File: config.mk
export PLATFORM = sky130hd
export DESIGN_NAME = slicc_bank
export DESIGN_NICKNAME = d
export VERILOG_FILES = /design/src/design/slicc_pkg.sv /design/src/design/slicc_sum.sv /design/src/design/slicc_bank.sv
export SDC_FILE = /design/constraint.sdc
export NUM_CORES = 1
export LEC_CHECK = 0
export CAP_MARGIN = 20
export CORE_ASPECT_RATIO = 1.4
export CORE_MARGIN = 2
export CORE_UTILIZATION = 45
export DETAILED_ROUTE_END_ITERATION = 8
export DONT_BUFFER_PORTS = 1
export HOLD_SLACK_MARGIN = 0.05
export PLACE_DENSITY = 0.68
export SKIP_CTS_REPAIR_TIMING = 1
export SLEW_MARGIN = 15
export SYNTH_ARGS = -nofsm -noshare
export SYNTH_HDL_FRONTEND = slang
export SYNTH_HIERARCHICAL = 1
export SYNTH_SLANG_ARGS = --single-unit
File: constraint.sdc
create_clock -name clk_in -period 3.9 [get_ports clk_in]
set_clock_uncertainty 0.05 [all_clocks]
set_input_delay 0.585 -clock clk_in [delete_from_list [all_inputs] [get_ports clk_in]]
set_output_delay 0.585 -clock clk_in [all_outputs]
set_load 0.02 [all_outputs]
File: src/design/slicc_pkg.sv
// package: register map, field layout and capture types for the lane configuration bank
package slicc_pkg;
  // ------------------------------------------------------------
  // register indices (printed offsets, not all multiples of four)
  // ------------------------------------------------------------
  localparam logic [11:0] IDX_CONVERTER_COUNT = 12'h406;
  localparam logic [11:0] IDX_CTRL_BITS_RES = 12'h407;
  localparam logic [11:0] IDX_BITS_PER_SAMPLE = 12'h408;
  localparam logic [11:0] IDX_SAMPLES_PER_FRAME = 12'h409;
  localparam logic [11:0] IDX_DENSITY_CTRL = 12'h40a;
  localparam logic [11:0] IDX_SPARE_ONE = 12'h40b;
  localparam logic [11:0] IDX_SPARE_TWO = 12'h40c;
  localparam logic [11:0] IDX_LANE0_RX_SUM = 12'h40d;
  localparam logic [11:0] IDX_LANE0_CALC_SUM = 12'h40e;
  localparam logic [11:0] IDX_LANE1_ID = 12'h412;
  localparam logic [11:0] IDX_LANE1_RX_SUM = 12'h415;
  localparam logic [11:0] IDX_CHECKSUM_CTRL = 12'h300;
  localparam logic [11:0] IDX_FRAMES_PER_MF = 12'h405;
  // ------------------------------------------------------------
  // field positions, reset values, bus codes and the link octet count
  // ------------------------------------------------------------
  localparam int CHECKSUM_MODE_BIT = 6;
  localparam int HIGH_DENSITY_BIT = 7;
  localparam int CTRL_BITS_LSB = 6;
  localparam logic [7:0] CAPTURE_RESET = 8'h00;
  localparam logic [7:0] CHECKSUM_CTRL_RESET = 8'h00;
  localparam logic [1:0] HTRANS_NONSEQ = 2'h2;
  localparam logic [2:0] HSIZE_WORD = 3'h2;
  localparam int LINK_OCTETS = 14;

  // link information octets as delivered by the lane logic, one capture per alignment sequence
  typedef struct packed {
    logic [7:0] lane_id;
    logic [7:0] scr_lanes;
    logic [7:0] octets_per_frame;
    logic [7:0] frames_per_mf;
    logic [7:0] converters;
    logic [7:0] ctrl_res;
    logic [7:0] bits_per_sample;
    logic [7:0] samples;
    logic [7:0] density_ctrl;
    logic [7:0] spare_one;
    logic [7:0] spare_two;
    logic [7:0] checksum;
    logic [7:0] did;
    logic [7:0] bid;
  } slicc_cfg_t;

  typedef struct packed {
    logic valid;
    slicc_cfg_t cfg;
  } slicc_capture_t;
endpackage : slicc_pkg

File: src/design/slicc_sum.sv
// checksum engine over the received link information octets
`timescale 1ns/100ps
`default_nettype none
module slicc_sum
  import slicc_pkg::*;
(
  input wire slicc_cfg_t cfg_in,
  input wire logic mode_in,
  output logic [7:0] sum_out
);
  logic [10:0] field_sum;
  logic [10:0] octet_sum;

  // field mode adds each parameter at its own width; octet mode adds the octets whole
  always_comb begin
    field_sum = 11'h000;
    field_sum = field_sum + {3'h0, cfg_in.did};
    field_sum = field_sum + {7'h00, cfg_in.bid[3:0]};
    field_sum = field_sum + {6'h00, cfg_in.lane_id[4:0]};
    field_sum = field_sum + {10'h000, cfg_in.scr_lanes[7]};
    field_sum = field_sum + {6'h00, cfg_in.scr_lanes[4:0]};
    field_sum = field_sum + {3'h0, cfg_in.octets_per_frame};
    field_sum = field_sum + {6'h00, cfg_in.frames_per_mf[4:0]};
    field_sum = field_sum + {3'h0, cfg_in.converters};
    field_sum = field_sum + {9'h000, cfg_in.ctrl_res[7:6]};
    field_sum = field_sum + {6'h00, cfg_in.ctrl_res[4:0]};
    field_sum = field_sum + {6'h00, cfg_in.bits_per_sample[4:0]};
    field_sum = field_sum + {6'h00, cfg_in.samples[4:0]};
    field_sum = field_sum + {10'h000, cfg_in.density_ctrl[7]};
    field_sum = field_sum + {6'h00, cfg_in.density_ctrl[4:0]};
    octet_sum = 11'h000;
    octet_sum = octet_sum + {3'h0, cfg_in.did} + {3'h0, cfg_in.bid};
    octet_sum = octet_sum + {3'h0, cfg_in.lane_id} + {3'h0, cfg_in.scr_lanes};
    octet_sum = octet_sum + {3'h0, cfg_in.octets_per_frame} + {3'h0, cfg_in.frames_per_mf};
    octet_sum = octet_sum + {3'h0, cfg_in.converters} + {3'h0, cfg_in.ctrl_res};
    octet_sum = octet_sum + {3'h0, cfg_in.bits_per_sample} + {3'h0, cfg_in.samples};
    octet_sum = octet_sum + {3'h0, cfg_in.density_ctrl};
    octet_sum = octet_sum + {3'h0, cfg_in.spare_one} + {3'h0, cfg_in.spare_two};
    sum_out = mode_in ? octet_sum[7:0] : field_sum[7:0];
  end
endmodule : slicc_sum
`default_nettype wire

File: src/design/slicc_bank.sv
// captured lane configuration bank with an ahb-lite register port
//
// Register access over AHB-Lite was decided locally.
`timescale 1ns/100ps
`default_nettype none
module slicc_bank
  import slicc_pkg::*;
(
  input wire logic clk_in,
  input wire logic rst_in,
  input wire slicc_capture_t lane0_in,
  input wire slicc_capture_t lane1_in,
  input wire logic hsel_in,
  input wire logic [31:0] haddr_in,
  input wire logic [1:0] htrans_in,
  input wire logic hwrite_in,
  input wire logic [2:0] hsize_in,
  input wire logic [31:0] hwdata_in,
  input wire logic hready_in,
  output logic [31:0] hrdata_out,
  output logic hreadyout_out,
  output logic hresp_out,
  output logic lane0_sum_match_out
);
  // ------------------------------------------------------------
  // captured state
  // ------------------------------------------------------------
  slicc_cfg_t lane0_cfg;
  logic [7:0] lane0_calc_sum;
  logic [7:0] lane1_id_field;
  logic [7:0] lane1_rx_sum;
  logic [7:0] checksum_ctrl;
  logic [7:0] next_calc_sum;

  // ------------------------------------------------------------
  // bus state
  // ------------------------------------------------------------
  logic wr_pending;
  logic [11:0] wr_index;
  logic [11:0] rd_index;
  logic rd_now;

  function automatic logic [11:0] word_index(input logic [31:0] addr);
    word_index = addr[13:2];
  endfunction : word_index

  // ------------------------------------------------------------
  // checksum
  // ------------------------------------------------------------
  // computed from the incoming octets so the result lands with the capture
  slicc_sum u_sum (
    .cfg_in(lane0_in.cfg),
    .mode_in(checksum_ctrl[CHECKSUM_MODE_BIT]),
    .sum_out(next_calc_sum)
  );

  // whole octets are kept; the minus-one coding is the sender's and is stored as sent
  always_ff @(posedge clk_in or posedge rst_in) begin
    if (rst_in) begin
      lane0_cfg <= '0;
    end else if (lane0_in.valid) begin
      lane0_cfg <= lane0_in.cfg;
    end
  end

  always_ff @(posedge clk_in or posedge rst_in) begin
    if (rst_in) begin
      lane0_calc_sum <= CAPTURE_RESET;
    end else if (lane0_in.valid) begin
      lane0_calc_sum <= next_calc_sum;
    end
  end

  always_ff @(posedge clk_in or posedge rst_in) begin
    if (rst_in) begin
      lane1_id_field <= CAPTURE_RESET;
      lane1_rx_sum <= CAPTURE_RESET;
    end else if (lane1_in.valid) begin
      lane1_id_field <= {3'h0, lane1_in.cfg.lane_id[4:0]};
      lane1_rx_sum <= lane1_in.cfg.checksum;
    end
  end

  // registered from the values the capture takes, so it flips on the capture edge
  always_ff @(posedge clk_in or posedge rst_in) begin
    if (rst_in) begin
      lane0_sum_match_out <= 1'h1;
    end else if (lane0_in.valid) begin
      lane0_sum_match_out <= (next_calc_sum == lane0_in.cfg.checksum);
    end
  end

  // ------------------------------------------------------------
  // ahb-lite slave, zero wait states
  // ------------------------------------------------------------
  assign hreadyout_out = 1'b1;
  assign hresp_out = 1'b0;
  assign rd_now = hsel_in && hready_in && (htrans_in == HTRANS_NONSEQ) && !hwrite_in;

  always_ff @(posedge clk_in or posedge rst_in) begin
    if (rst_in) begin
      wr_pending <= 1'b0;
      wr_index <= 12'h000;
    end else if (hready_in) begin
      wr_pending <= hsel_in && htrans_in[1] && hwrite_in;
      wr_index <= word_index(haddr_in);
    end
  end

  // only the checksum control accepts writes; capture registers drop them
  always_ff @(posedge clk_in or posedge rst_in) begin
    if (rst_in) begin
      checksum_ctrl <= CHECKSUM_CTRL_RESET;
    end else if (wr_pending && wr_index == IDX_CHECKSUM_CTRL) begin
      checksum_ctrl <= hwdata_in[7:0];
    end
  end

  assign rd_index = word_index(haddr_in);

  // read data is registered at the address phase and stands in the data phase
  always_ff @(posedge clk_in or posedge rst_in) begin
    if (rst_in) begin
      hrdata_out <= 32'h0000_0000;
    end else if (rd_now) begin
      case (rd_index)
        IDX_CONVERTER_COUNT: hrdata_out <= {24'h0, lane0_cfg.converters};
        IDX_CTRL_BITS_RES: hrdata_out <= {24'h0, lane0_cfg.ctrl_res};
        IDX_BITS_PER_SAMPLE: hrdata_out <= {24'h0, lane0_cfg.bits_per_sample};
        IDX_SAMPLES_PER_FRAME: hrdata_out <= {24'h0, lane0_cfg.samples};
        IDX_DENSITY_CTRL: hrdata_out <= {24'h0, lane0_cfg.density_ctrl};
        IDX_SPARE_ONE: hrdata_out <= {24'h0, lane0_cfg.spare_one};
        IDX_SPARE_TWO: hrdata_out <= {24'h0, lane0_cfg.spare_two};
        IDX_LANE0_RX_SUM: hrdata_out <= {24'h0, lane0_cfg.checksum};
        IDX_LANE0_CALC_SUM: hrdata_out <= {24'h0, lane0_calc_sum};
        IDX_LANE1_ID: hrdata_out <= {24'h0, lane1_id_field};
        IDX_LANE1_RX_SUM: hrdata_out <= {24'h0, lane1_rx_sum};
        IDX_FRAMES_PER_MF: hrdata_out <= {24'h0, lane0_cfg.frames_per_mf};
        IDX_CHECKSUM_CTRL: hrdata_out <= {24'h0, checksum_ctrl};
        default: hrdata_out <= 32'h0000_0000;
      endcase
    end
  end

  // ------------------------------------------------------------
  // checks
  // ------------------------------------------------------------
  property p_hold_lane0;
    @(posedge clk_in) disable iff (rst_in)
      !lane0_in.valid |=> $stable(lane0_cfg);
  endproperty
  a_hold_lane0: assert property (p_hold_lane0) else $error("lane 0 capture moved");

  property p_capture_conv;
    @(posedge clk_in) disable iff (rst_in)
      lane0_in.valid |=> lane0_cfg.converters == $past(lane0_in.cfg.converters);
  endproperty
  a_capture_conv: assert property (p_capture_conv) else $error("converter count lost");

  property p_capture_sum0;
    @(posedge clk_in) disable iff (rst_in)
      lane0_in.valid |=> lane0_cfg.checksum == $past(lane0_in.cfg.checksum);
  endproperty
  a_capture_sum0: assert property (p_capture_sum0) else $error("lane 0 sum lost");

  property p_calc_sum;
    @(posedge clk_in) disable iff (rst_in)
      lane0_in.valid |=> lane0_calc_sum == $past(next_calc_sum);
  endproperty
  a_calc_sum: assert property (p_calc_sum) else $error("computed sum wrong");

  property p_lid_top;
    @(posedge clk_in) disable iff (rst_in)
      lane1_id_field[7:5] == 3'h0;
  endproperty
  a_lid_top: assert property (p_lid_top) else $error("lane id top bits set");

  property p_lane1_sum;
    @(posedge clk_in) disable iff (rst_in)
      lane1_in.valid |=> lane1_rx_sum == $past(lane1_in.cfg.checksum);
  endproperty
  a_lane1_sum: assert property (p_lane1_sum) else $error("lane 1 sum lost");

  property p_hold_lane1;
    @(posedge clk_in) disable iff (rst_in)
      !lane1_in.valid |=> $stable(lane1_rx_sum) && $stable(lane1_id_field);
  endproperty
  a_hold_lane1: assert property (p_hold_lane1) else $error("lane 1 capture moved");

  property p_read_hd;
    @(posedge clk_in) disable iff (rst_in)
      rd_now && rd_index == IDX_DENSITY_CTRL
        |=> hrdata_out[HIGH_DENSITY_BIT] == $past(lane0_cfg.density_ctrl[7]);
  endproperty
  a_read_hd: assert property (p_read_hd) else $error("density flag misread");

  property p_read_calc;
    @(posedge clk_in) disable iff (rst_in)
      rd_now && rd_index == IDX_LANE0_CALC_SUM |=> hrdata_out[7:0] == $past(lane0_calc_sum);
  endproperty
  a_read_calc: assert property (p_read_calc) else $error("computed sum misread");

  property p_capture_ctrl;
    @(posedge clk_in) disable iff (rst_in)
      lane0_in.valid |=> lane0_cfg.ctrl_res == $past(lane0_in.cfg.ctrl_res);
  endproperty
  a_capture_ctrl: assert property (p_capture_ctrl) else $error("ctrl and resolution lost");

  property p_capture_np;
    @(posedge clk_in) disable iff (rst_in)
      lane0_in.valid |=> lane0_cfg.bits_per_sample == $past(lane0_in.cfg.bits_per_sample);
  endproperty
  a_capture_np: assert property (p_capture_np) else $error("bits per sample lost");

  property p_capture_samples;
    @(posedge clk_in) disable iff (rst_in)
      lane0_in.valid |=> lane0_cfg.samples == $past(lane0_in.cfg.samples);
  endproperty
  a_capture_samples: assert property (p_capture_samples) else $error("samples lost");

  property p_capture_density;
    @(posedge clk_in) disable iff (rst_in)
      lane0_in.valid |=> lane0_cfg.density_ctrl == $past(lane0_in.cfg.density_ctrl);
  endproperty
  a_capture_density: assert property (p_capture_density) else $error("density lost");

  property p_capture_spare;
    @(posedge clk_in) disable iff (rst_in)
      lane0_in.valid |=> lane0_cfg.spare_one == $past(lane0_in.cfg.spare_one)
        && lane0_cfg.spare_two == $past(lane0_in.cfg.spare_two);
  endproperty
  a_capture_spare: assert property (p_capture_spare) else $error("spare octets lost");

  property p_capture_frames;
    @(posedge clk_in) disable iff (rst_in)
      lane0_in.valid |=> lane0_cfg.frames_per_mf == $past(lane0_in.cfg.frames_per_mf);
  endproperty
  a_capture_frames: assert property (p_capture_frames) else $error("frames lost");

  property p_lane1_id;
    @(posedge clk_in) disable iff (rst_in)
      lane1_in.valid |=> lane1_id_field[4:0] == $past(lane1_in.cfg.lane_id[4:0]);
  endproperty
  a_lane1_id: assert property (p_lane1_id) else $error("lane 1 id lost");

  property p_calc_hold;
    @(posedge clk_in) disable iff (rst_in)
      !lane0_in.valid |=> $stable(lane0_calc_sum);
  endproperty
  a_calc_hold: assert property (p_calc_hold) else $error("computed sum moved");

  property p_match_flag;
    @(posedge clk_in) disable iff (rst_in)
      lane0_in.valid |=> lane0_sum_match_out
        == ($past(next_calc_sum) == $past(lane0_in.cfg.checksum));
  endproperty
  a_match_flag: assert property (p_match_flag) else $error("match flag wrong");

  property p_match_hold;
    @(posedge clk_in) disable iff (rst_in)
      !lane0_in.valid |=> $stable(lane0_sum_match_out);
  endproperty
  a_match_hold: assert property (p_match_hold) else $error("match flag moved");

  property p_ctrl_write;
    @(posedge clk_in) disable iff (rst_in)
      wr_pending && wr_index == IDX_CHECKSUM_CTRL |=> checksum_ctrl == $past(hwdata_in[7:0]);
  endproperty
  a_ctrl_write: assert property (p_ctrl_write) else $error("mode write lost");

  property p_ctrl_hold;
    @(posedge clk_in) disable iff (rst_in)
      !(wr_pending && wr_index == IDX_CHECKSUM_CTRL) |=> $stable(checksum_ctrl);
  endproperty
  a_ctrl_hold: assert property (p_ctrl_hold) else $error("mode moved");

  property p_read_conv;
    @(posedge clk_in) disable iff (rst_in)
      rd_now && rd_index == IDX_CONVERTER_COUNT
        |=> hrdata_out == {24'h0, $past(lane0_cfg.converters)};
  endproperty
  a_read_conv: assert property (p_read_conv) else $error("converter count misread");

  property p_read_ctrl_res;
    @(posedge clk_in) disable iff (rst_in)
      rd_now && rd_index == IDX_CTRL_BITS_RES
        |=> hrdata_out == {24'h0, $past(lane0_cfg.ctrl_res)};
  endproperty
  a_read_ctrl_res: assert property (p_read_ctrl_res) else $error("resolution misread");

  property p_read_np;
    @(posedge clk_in) disable iff (rst_in)
      rd_now && rd_index == IDX_BITS_PER_SAMPLE
        |=> hrdata_out == {24'h0, $past(lane0_cfg.bits_per_sample)};
  endproperty
  a_read_np: assert property (p_read_np) else $error("bits per sample misread");

  property p_read_cf;
    @(posedge clk_in) disable iff (rst_in)
      rd_now && rd_index == IDX_DENSITY_CTRL
        |=> hrdata_out[4:0] == $past(lane0_cfg.density_ctrl[4:0]);
  endproperty
  a_read_cf: assert property (p_read_cf) else $error("ctrl words misread");

  property p_read_sum0;
    @(posedge clk_in) disable iff (rst_in)
      rd_now && rd_index == IDX_LANE0_RX_SUM
        |=> hrdata_out == {24'h0, $past(lane0_cfg.checksum)};
  endproperty
  a_read_sum0: assert property (p_read_sum0) else $error("lane 0 sum misread");

  property p_read_lid;
    @(posedge clk_in) disable iff (rst_in)
      rd_now && rd_index == IDX_LANE1_ID
        |=> hrdata_out == {24'h0, 3'h0, $past(lane1_id_field[4:0])};
  endproperty
  a_read_lid: assert property (p_read_lid) else $error("lane 1 id misread");

  property p_read_sum1;
    @(posedge clk_in) disable iff (rst_in)
      rd_now && rd_index == IDX_LANE1_RX_SUM
        |=> hrdata_out == {24'h0, $past(lane1_rx_sum)};
  endproperty
  a_read_sum1: assert property (p_read_sum1) else $error("lane 1 sum misread");

  property p_read_frames;
    @(posedge clk_in) disable iff (rst_in)
      rd_now && rd_index == IDX_FRAMES_PER_MF
        |=> hrdata_out == {24'h0, $past(lane0_cfg.frames_per_mf)};
  endproperty
  a_read_frames: assert property (p_read_frames) else $error("frames misread");

  property p_read_hold;
    @(posedge clk_in) disable iff (rst_in)
      !rd_now |=> $stable(hrdata_out);
  endproperty
  a_read_hold: assert property (p_read_hold) else $error("read data moved");
endmodule : slicc_bank
`default_nettype wire

==> metrics.txt, run 1 <==
drt first pass iters=4; Gate Count Post-Synth=between 800 and 900; launching element type of the critical path=input pin; total detailed-routing wirelength=approximately 25000 µm; critical-path maximum fanout=2; portion of total power attributed to the clock network=15.7%; nature of the critical path endpoint=flop; CTS buffer count=17; power density over cell area=about 860 nW/µm²; number of cells after detailed placement=1122; initial DRC count=roughly 260; standard cell with the maximum stage delay on the critical path=fa_1; via count of the first global-routing pass=roughly 6900; effective utilization at floorplan=between 40% and 50%; CTS tree=built; Rows=between 60 and 70; CP max stage delay=about 570 ps; deepest clock path buffer count=2; Min Clock Period, post-route=4840 ps; total leakage power=~5.0 nW; Sw Ratio=around two fifths; placement-stage worst setup slack=-1420 ps; mean instance size in the synthesized netlist=~11 µm²; data required time of the critical path=4200 ps; sw power=0.00377 W; Layout Nets=approximately 1300; count of cells along the worst register-to-register path=5; drt wl/cell=between 20 and 25 µm; outcome=finished with violations; critical path, cell by cell=inv_8 -> buf_6 -> fa_1 -> inv_2 -> fa_1 -> fa_1 -> fa_1 -> inv_1 -> fa_1 -> inv_2 -> ha_4 -> a21o_1 -> a21oi_2 -> o21bai_1 -> a21oi_2 -> xnor3_1 -> mux2i_2 -> xor2_1 -> nor4_1 -> nand3_1 -> o21ai_1; Area growth syn-to-layout=9.83%; share of synthesized registers carrying an async set or reset=100%; clock insertion delay at the later pin of the skew report=about 420 ps; count of input and output buffers=0; Die Span X=about 130 µm; post-synth top area share=between 30% and 40%; Max Clock Freq=between 0.2 and 0.25 GHz; Cell Area, Synth=9790 µm²; worst setup path class=input pin to flop; setup repair after global routing missed its margin=yes; TritonCTS sink count=around 120; most frequent cell on the critical path=fa_1; failing checks=negative setup slack; count of nets left with antenna violations after detail routing=0; routability-driven placement congestion ratio=a little under 0.9; Vias=6227; cell-internal power=~0.0055 W; CTS Root Cell=clkbuf_16; fin worst setup slack=-936 ps; global-route wire length before repair=~39000 µm; Congestion Overflow GR=0; cell types occupying the most area after synthesis=dfrtp_1 (31%), fa_1 (24%), mux2_2 (13%), inv_1 (7.3%), ha_1 (2.9%); endpoint of the most critical register-to-register path=lane0_sum_match_out; Total Die Area=23000 µm²; Setup-failing EPs final=6; share of synthesized area occupied by flip-flops and latches=a little under a third; clock slew seen by the registers of the worst setup and hold paths=roughly 60 ps; count of maximum capacitance violations=0; share of layout cells above drive strength 1=22.7%; count of pins over their slew limit=0; Peak VDD IR=about 0.75 mV; Synth cell types=66; number of placed I/O pins=roughly 340; sequential share of power=about 17%; combinational share of power=roughly two thirds; kind of path behind the tightest hold check=input pin to asynchronous set/reset pin; CTS H-tree lvls=4; signal arrival time at the worst endpoint=5140 ps; number of enable-type register cells in the synthesized netlist=0; RR Startpoint=checksum_ctrl[6]; DR DRC count=0; final hold viol count=0; initial antenna violation count=0; Std-Cell Core Area=around 21000 µm²; HPWL after DPL=roughly 20000 µm; overall routing resource usage=between 20% and 30%; worst-case register-to-register setup slack=between 1500 and 2000 ps; post-layout instance count excluding filler cells=1156; via count normalized by instance count=roughly 5.4; cell type with the largest total area after synthesis=dfrtp_1; top flip-flop cell by instance count after synthesis=dfrtp_1; Die Y=~180 µm; count of warnings emitted by yosys=6; crit share post-route=124%; maximum number of pins on one net before global-route repair=between 80 and 90; Relative slew margins=29.6%; transition time at the pin with the least slew margin=around 1000 ps; most common cell after layout, fill and taps aside=inv_1; Synth Register Bits=around 120; leading cell types in the layout, fill and taps excluded=inv_1 (180), dfrtp_1 (122), fa_1 (111), mux2_2 (109), xnor2_1 (28)
final cells by class:
type / count / area, µm²
fillers: 1893 / 10500
multi-input cells: 523 / 5860
clock buffers: 22 / 474
inverters: 191 / 728
clock inverters: 10 / 67.6
diodes: 1 / 2.50
well taps: 260 / 325
repair buffers: 26 / 211
flip-flops and latches: 123 / 3080
cell usage after synthesis (all sizes together) (9+ instances only):
cell type  number
o21ai          11
nand2          15
nor2b           9
mux2          124
a21oi          19
buf            39
mux2i          12
xnor2          29
fa            115
clkbuf         20
nand3          12
inv           191
ha             23
xor2           13
dfrtp         122
nor2           17
worst max-delay path by stage:
stage	startpoint	endpoint	slack [ps]	depth (start not counted)
floorplan	lane0_in[84]	lane0_sum_match_out	-970	19
global placement	lane0_in[43]	lane0_sum_match_out	-1350	21
detailed placement	lane0_in[43]	lane0_sum_match_out	-1420	21
CTS	lane0_in[43]	lane0_sum_match_out	-980	21
global route	lane0_in[43]	lane0_sum_match_out	-1110	21
finish	lane0_in[43]	lane0_sum_match_out	-940	21
cell families (layout without fill, tap and decap cells):
family	Yosys count	after routing	share of synthesized area [%]
fa+ha+maj	138	138	26.5
xor+xnor	43	43	3.99
buf+inv	250	249	10.8
compound gates	86	86	6.10
mux	136	136	15.5
other cells	2	27	0.0767
flops	123	123	31.5
simple gates	94	94	5.67
critical path, delay by kind of cell:
family,cells,cell delay [ps]
mux,1,210
compound gates,5,670
simple gates,2,320
xor+xnor,2,340
buf+inv,5,280
fa+ha+maj,6,2720
state kept, by name, indices dropped and copies added, names as in the netlist:
signal,count
hrdata_out,8
lane0_calc_sum,8
lane1_id_field,5
checksum_ctrl,8
lane0_sum_match_out,1
wr_pending,1
lane0_cfg,72
lane1_rx_sum,8
wr_index,12
power by group through the flow:
stage          clock (W)  combinational [W]  sequential (W)
2_1_floorplan          0            0.00406         0.00158
3_3_place_gp           0            0.00548         0.00162
3_5_place_dp           0            0.00565         0.00163
4_1_cts          0.00148            0.00571         0.00161
5_1_grt          0.00155            0.00694         0.00162
6_report         0.00146            0.00623         0.00160
layer usage:
layer  part of all wire (%)  wire length (µm)  global-route usage [%]  up-vias
met1                     35              8910                    26.3     3159
met4                    4.2              1070                    10.4        0
met2                     54             13600                    40.9      220
met3                    7.3              1850                    6.81       62
li1                       -                 -                       -     2786
met5                      0                 0                       0        -
per-stage QoR:
| step | utilization [%] | TNS, ps | power [W] | hold slack (ps) | cell area, µm² |
|---|---|---|---|---|---|
| floorplan | - | -4230 | 0.00563 | 415 | 9940 |
| global placement | 47.6 | -6190 | 0.00710 | 431 | 10100 |
| detailed placement | 47.6 | -6590 | 0.00728 | 436 | 10100 |
| CTS | 50.1 | -3720 | 0.00879 | 171 | 10700 |
| global route | 50.5 | -4510 | 0.0101 | 212 | 10800 |
| finish | 50.5 | -3700 | 0.00930 | 152 | 10800 |
No activity file was read; power rests on OpenSTA's default activity.
==> run 2, diff against run 1 <==
--- a/config.mk
+++ b/config.mk
@@ -17,5 +17,4 @@
 export SLEW_MARGIN = 15
 export SYNTH_ARGS = -nofsm -noshare
 export SYNTH_HDL_FRONTEND = slang
-export SYNTH_HIERARCHICAL = 1
 export SYNTH_SLANG_ARGS = --single-unit
==> run 2 against run 1 <==
The run still ends with negative setup slack left. Routed wire length is 6.7% lower. Maximum frequency grew 3.3%. Sequential power fell by 3%. Clock-buffer cell count down 2. Clock power grew 14%. Synthesized cell count shrank 4.4%. Worst hold slack better by 33 ps. Global-route usage down 0.57 points. Worst setup slack gained 150 ps. Critical path depth decreased by 3. Register-to-register slack worse by 260 ps. Non-clock buffer count is 2 higher.
==> metrics.txt, run 2 <==
DR DRC count=0 (unchanged); count of cells along the worst register-to-register path=5 (unchanged); number of enable-type register cells in the synthesized netlist=0 (unchanged); number of diodes added for antenna fixing=0 (-1); Rows=62 (-1.6%); setup TNS=-2550 ps (+1140 ps); Max Clock Freq=0.214 GHz (+3.3%); drt first pass iters=4 (unchanged); HPWL after DPL=19500 µm (-2.6%); via count of the first global-routing pass=6712 (-2.8%); number of flip-flops under the largest register name=72 (unchanged); maximum number of pins on one net before global-route repair=124 (+49%); clock insertion delay at the later pin of the skew report=420 ps (about the same); share of synthesized registers carrying an async set or reset=100% (unchanged); clock slew seen by the registers of the worst setup and hold paths=60 ps (about the same); critical-path maximum fanout=2 (unchanged); via count normalized by instance count=5.22 (-3.0%); setup repair after global routing missed its margin=yes; deepest clock path buffer count=2 (unchanged); power density over cell area=887 nW/µm² (+2.6%); first element of the critical path=lane0_in[84]; total leakage power=4.89 nW (-1.9%); Layout Nets=1293 (-2.0%); leading cell types in the layout, fill and taps excluded=inv_1 (175), dfrtp_1 (122), fa_1 (109), mux2_2 (92), xnor2_1 (32); routability-driven placement congestion ratio=0.882 (+0.49%); count of nets left with antenna violations after detail routing=0 (unchanged); Cell Area, Synth=9460 µm² (-3.3%); transition time at the pin with the least slew margin=763 ps (-279 ps); number of cells after detailed placement=1092 (-2.7%); placement-stage worst setup slack=-1410 ps (+8.81 ps); mean instance size in the synthesized netlist=11.3 µm² (+1.1%); Synth cell types=54 (-18%); overall routing resource usage=22.8% (-0.57 points); biggest registers after layout=lane0_cfg x72, wr_index x12; crit share post-route=120% (-3.9 points); Gate Count Post-Synth=834 (-4.4%); count of maximum capacitance violations=0 (unchanged); Setup-failing EPs final=6 (unchanged); CTS tree=built; failing checks=negative setup slack; final hold viol count=0 (unchanged); nature of the critical path endpoint=flop; CTS H-tree lvls=4 (unchanged); signal arrival time at the worst endpoint=4960 ps (-180 ps); worst setup path class=input pin to flop; number of placed I/O pins=335 (unchanged); cell types occupying the most area after synthesis=dfrtp_1 (32%), fa_1 (24%), mux2_2 (11%), inv_1 (7.4%), xnor2_1 (3.1%); most repeated cell in the gate-level netlist after synthesis=inv_1; share of synthesized area occupied by flip-flops and latches=32.5% (+1.1 points); Top reg by flops=lane0_cfg; Relative slew margins=49.2% (+20 points); CTS buffer count=17 (unchanged); Die Span X=127 µm (-1.6%); share of layout cells above drive strength 1=22.2% (-0.45 points); Vias=5871 (-5.7%); most common cell after layout, fill and taps aside=inv_1; top flip-flop cell by instance count after synthesis=dfrtp_1; Area growth syn-to-layout=11.6%; drt wl/cell=21.1 µm (-4.0%); initial DRC count=303 (+16%); post-synth top area share=32.3% (+1.1 points); kind of path behind the tightest hold check=input pin to asynchronous set/reset pin; Total Die Area=22200 µm² (-3.3%); outcome=finished with violations; effective utilization at floorplan=46.0% (about the same); cell type with the largest total area after synthesis=dfrtp_1; Die Y=176 µm (-1.6%); TritonCTS sink count=123 (unchanged); Congestion Overflow GR=0 (unchanged); count of pins over their slew limit=0 (unchanged); count of warnings emitted by yosys=0 (-6); post-layout instance count excluding filler cells=1124 (-2.8%); Min Clock Period, post-route=4680 ps (-153 ps); area of the multi-input gates=5590 µm² (-4.7%); leading post-synthesis cells by instance count=inv_1 (186), dfrtp_1 (122), fa_1 (115); fillers=1769 (-6.6%); Std-Cell Core Area=20600 µm² (-3.4%); fin worst setup slack=-783 ps (+153 ps); Synth Register Bits=123 (unchanged); initial antenna violation count=0 (unchanged); data required time of the critical path=4180 ps (-20 ps); count of input and output buffers=0 (unchanged); worst-case register-to-register setup slack=1620 ps (-260 ps); Peak VDD IR=0.679 mV (-10%); launching element type of the critical path=input pin; CTS Root Cell=clkbuf_16; Seq. cell area=3080 µm² (unchanged); endpoint of the most critical register-to-register path=lane0_sum_match_out; RR Startpoint=checksum_ctrl[6]; total detailed-routing wirelength=23800 µm (-6.7%); global-route wire length before repair=37500 µm (-4.6%)
==> run 2: cell types whose count changed after synthesis, moves of 7 or more <==
cell / delta
mux2_2: -21
nor2_1: +8
o21ai_1: +8
nand2_1: +11
nand3_1: -11
clkbuf_1: -7
a31oi_1: -7
==> run 2: per-stage QoR <==
stage                     utilization, %  area (µm²)  power (W)  hold WS, ps
final                               51.4       10600    0.00936          186
after global routing                51.4       10600     0.0103          184
after CTS                           50.9       10500    0.00897          172
after detailed placement            47.9        9860    0.00727          426
after global placement              47.9        9860    0.00709          415
after floorplan                        -        9610    0.00555          398
==> run 2: worst max-delay path by stage <==
stage | end | slack, ps | cells after the start
2_1_floorplan | lane0_sum_match_out | -900 | 18
3_3_place_gp | lane0_sum_match_out | -1250 | 18
3_5_place_dp | lane0_sum_match_out | -1410 | 18
4_1_cts | lane0_sum_match_out | -960 | 18
5_1_grt | lane0_sum_match_out | -930 | 18
6_report | lane0_sum_match_out | -780 | 18
==> run 2: report_power, final <==
part           internal, W  leakage [nW]  switching [W]  total [W]
clock              0.00105         0.302       0.000613    0.00166
sequential         0.00145          1.45       0.000103    0.00155
combinational      0.00319          3.14        0.00296    0.00615
==> run 2: cell type report <==
type                            count  share of cell area (%)
Sequential cell                   123                    29.2
Clock buffer                       20                    4.33
Timing Repair Buffer               28                    2.15
Inverter                          187                    6.87
Clock inverter                     12                    1.52
Multi-Input combinational cell    498                    52.9
Tap cell                          256                    3.03
==> run 2: cells by family (layout without fill, tap and decap cells) <==
logic type | after synthesis | in the layout | synth area share [%]
multiplexers | 126 | 126 | 15.2
other | 2 | 26 | 0.0794
AO/OA/AOI/OAI | 84 | 84 | 5.92
XOR/XNOR | 43 | 43 | 4.13
buffers and inverters | 237 | 247 | 10.6
adder cells (fa/ha/maj) | 138 | 138 | 27.4
AND/OR/NAND/NOR | 81 | 81 | 4.22
flip-flops | 123 | 123 | 32.5
==> run 2: worst max-delay path: stages <==
cell and delay [ps]:
inv_1 90, fa_1 550, inv_1 70, fa_1 540, fa_1 460, fa_1 540, inv_1 50, fa_1 470
inv_1 40, ha_1 290, buf_4 150, xor2_1 150, nand2_1 70, o21ai_2 80, xor2_1 190, nor4_2 230
nand4_1 150, o32ai_2 250
==> run 2: per-layer routing <==
metal	global-route usage, %	share of wire, %
met5	0	0
met1	24.7	34
met3	8.19	8.6
met4	8.84	3.6
met2	40.4	53
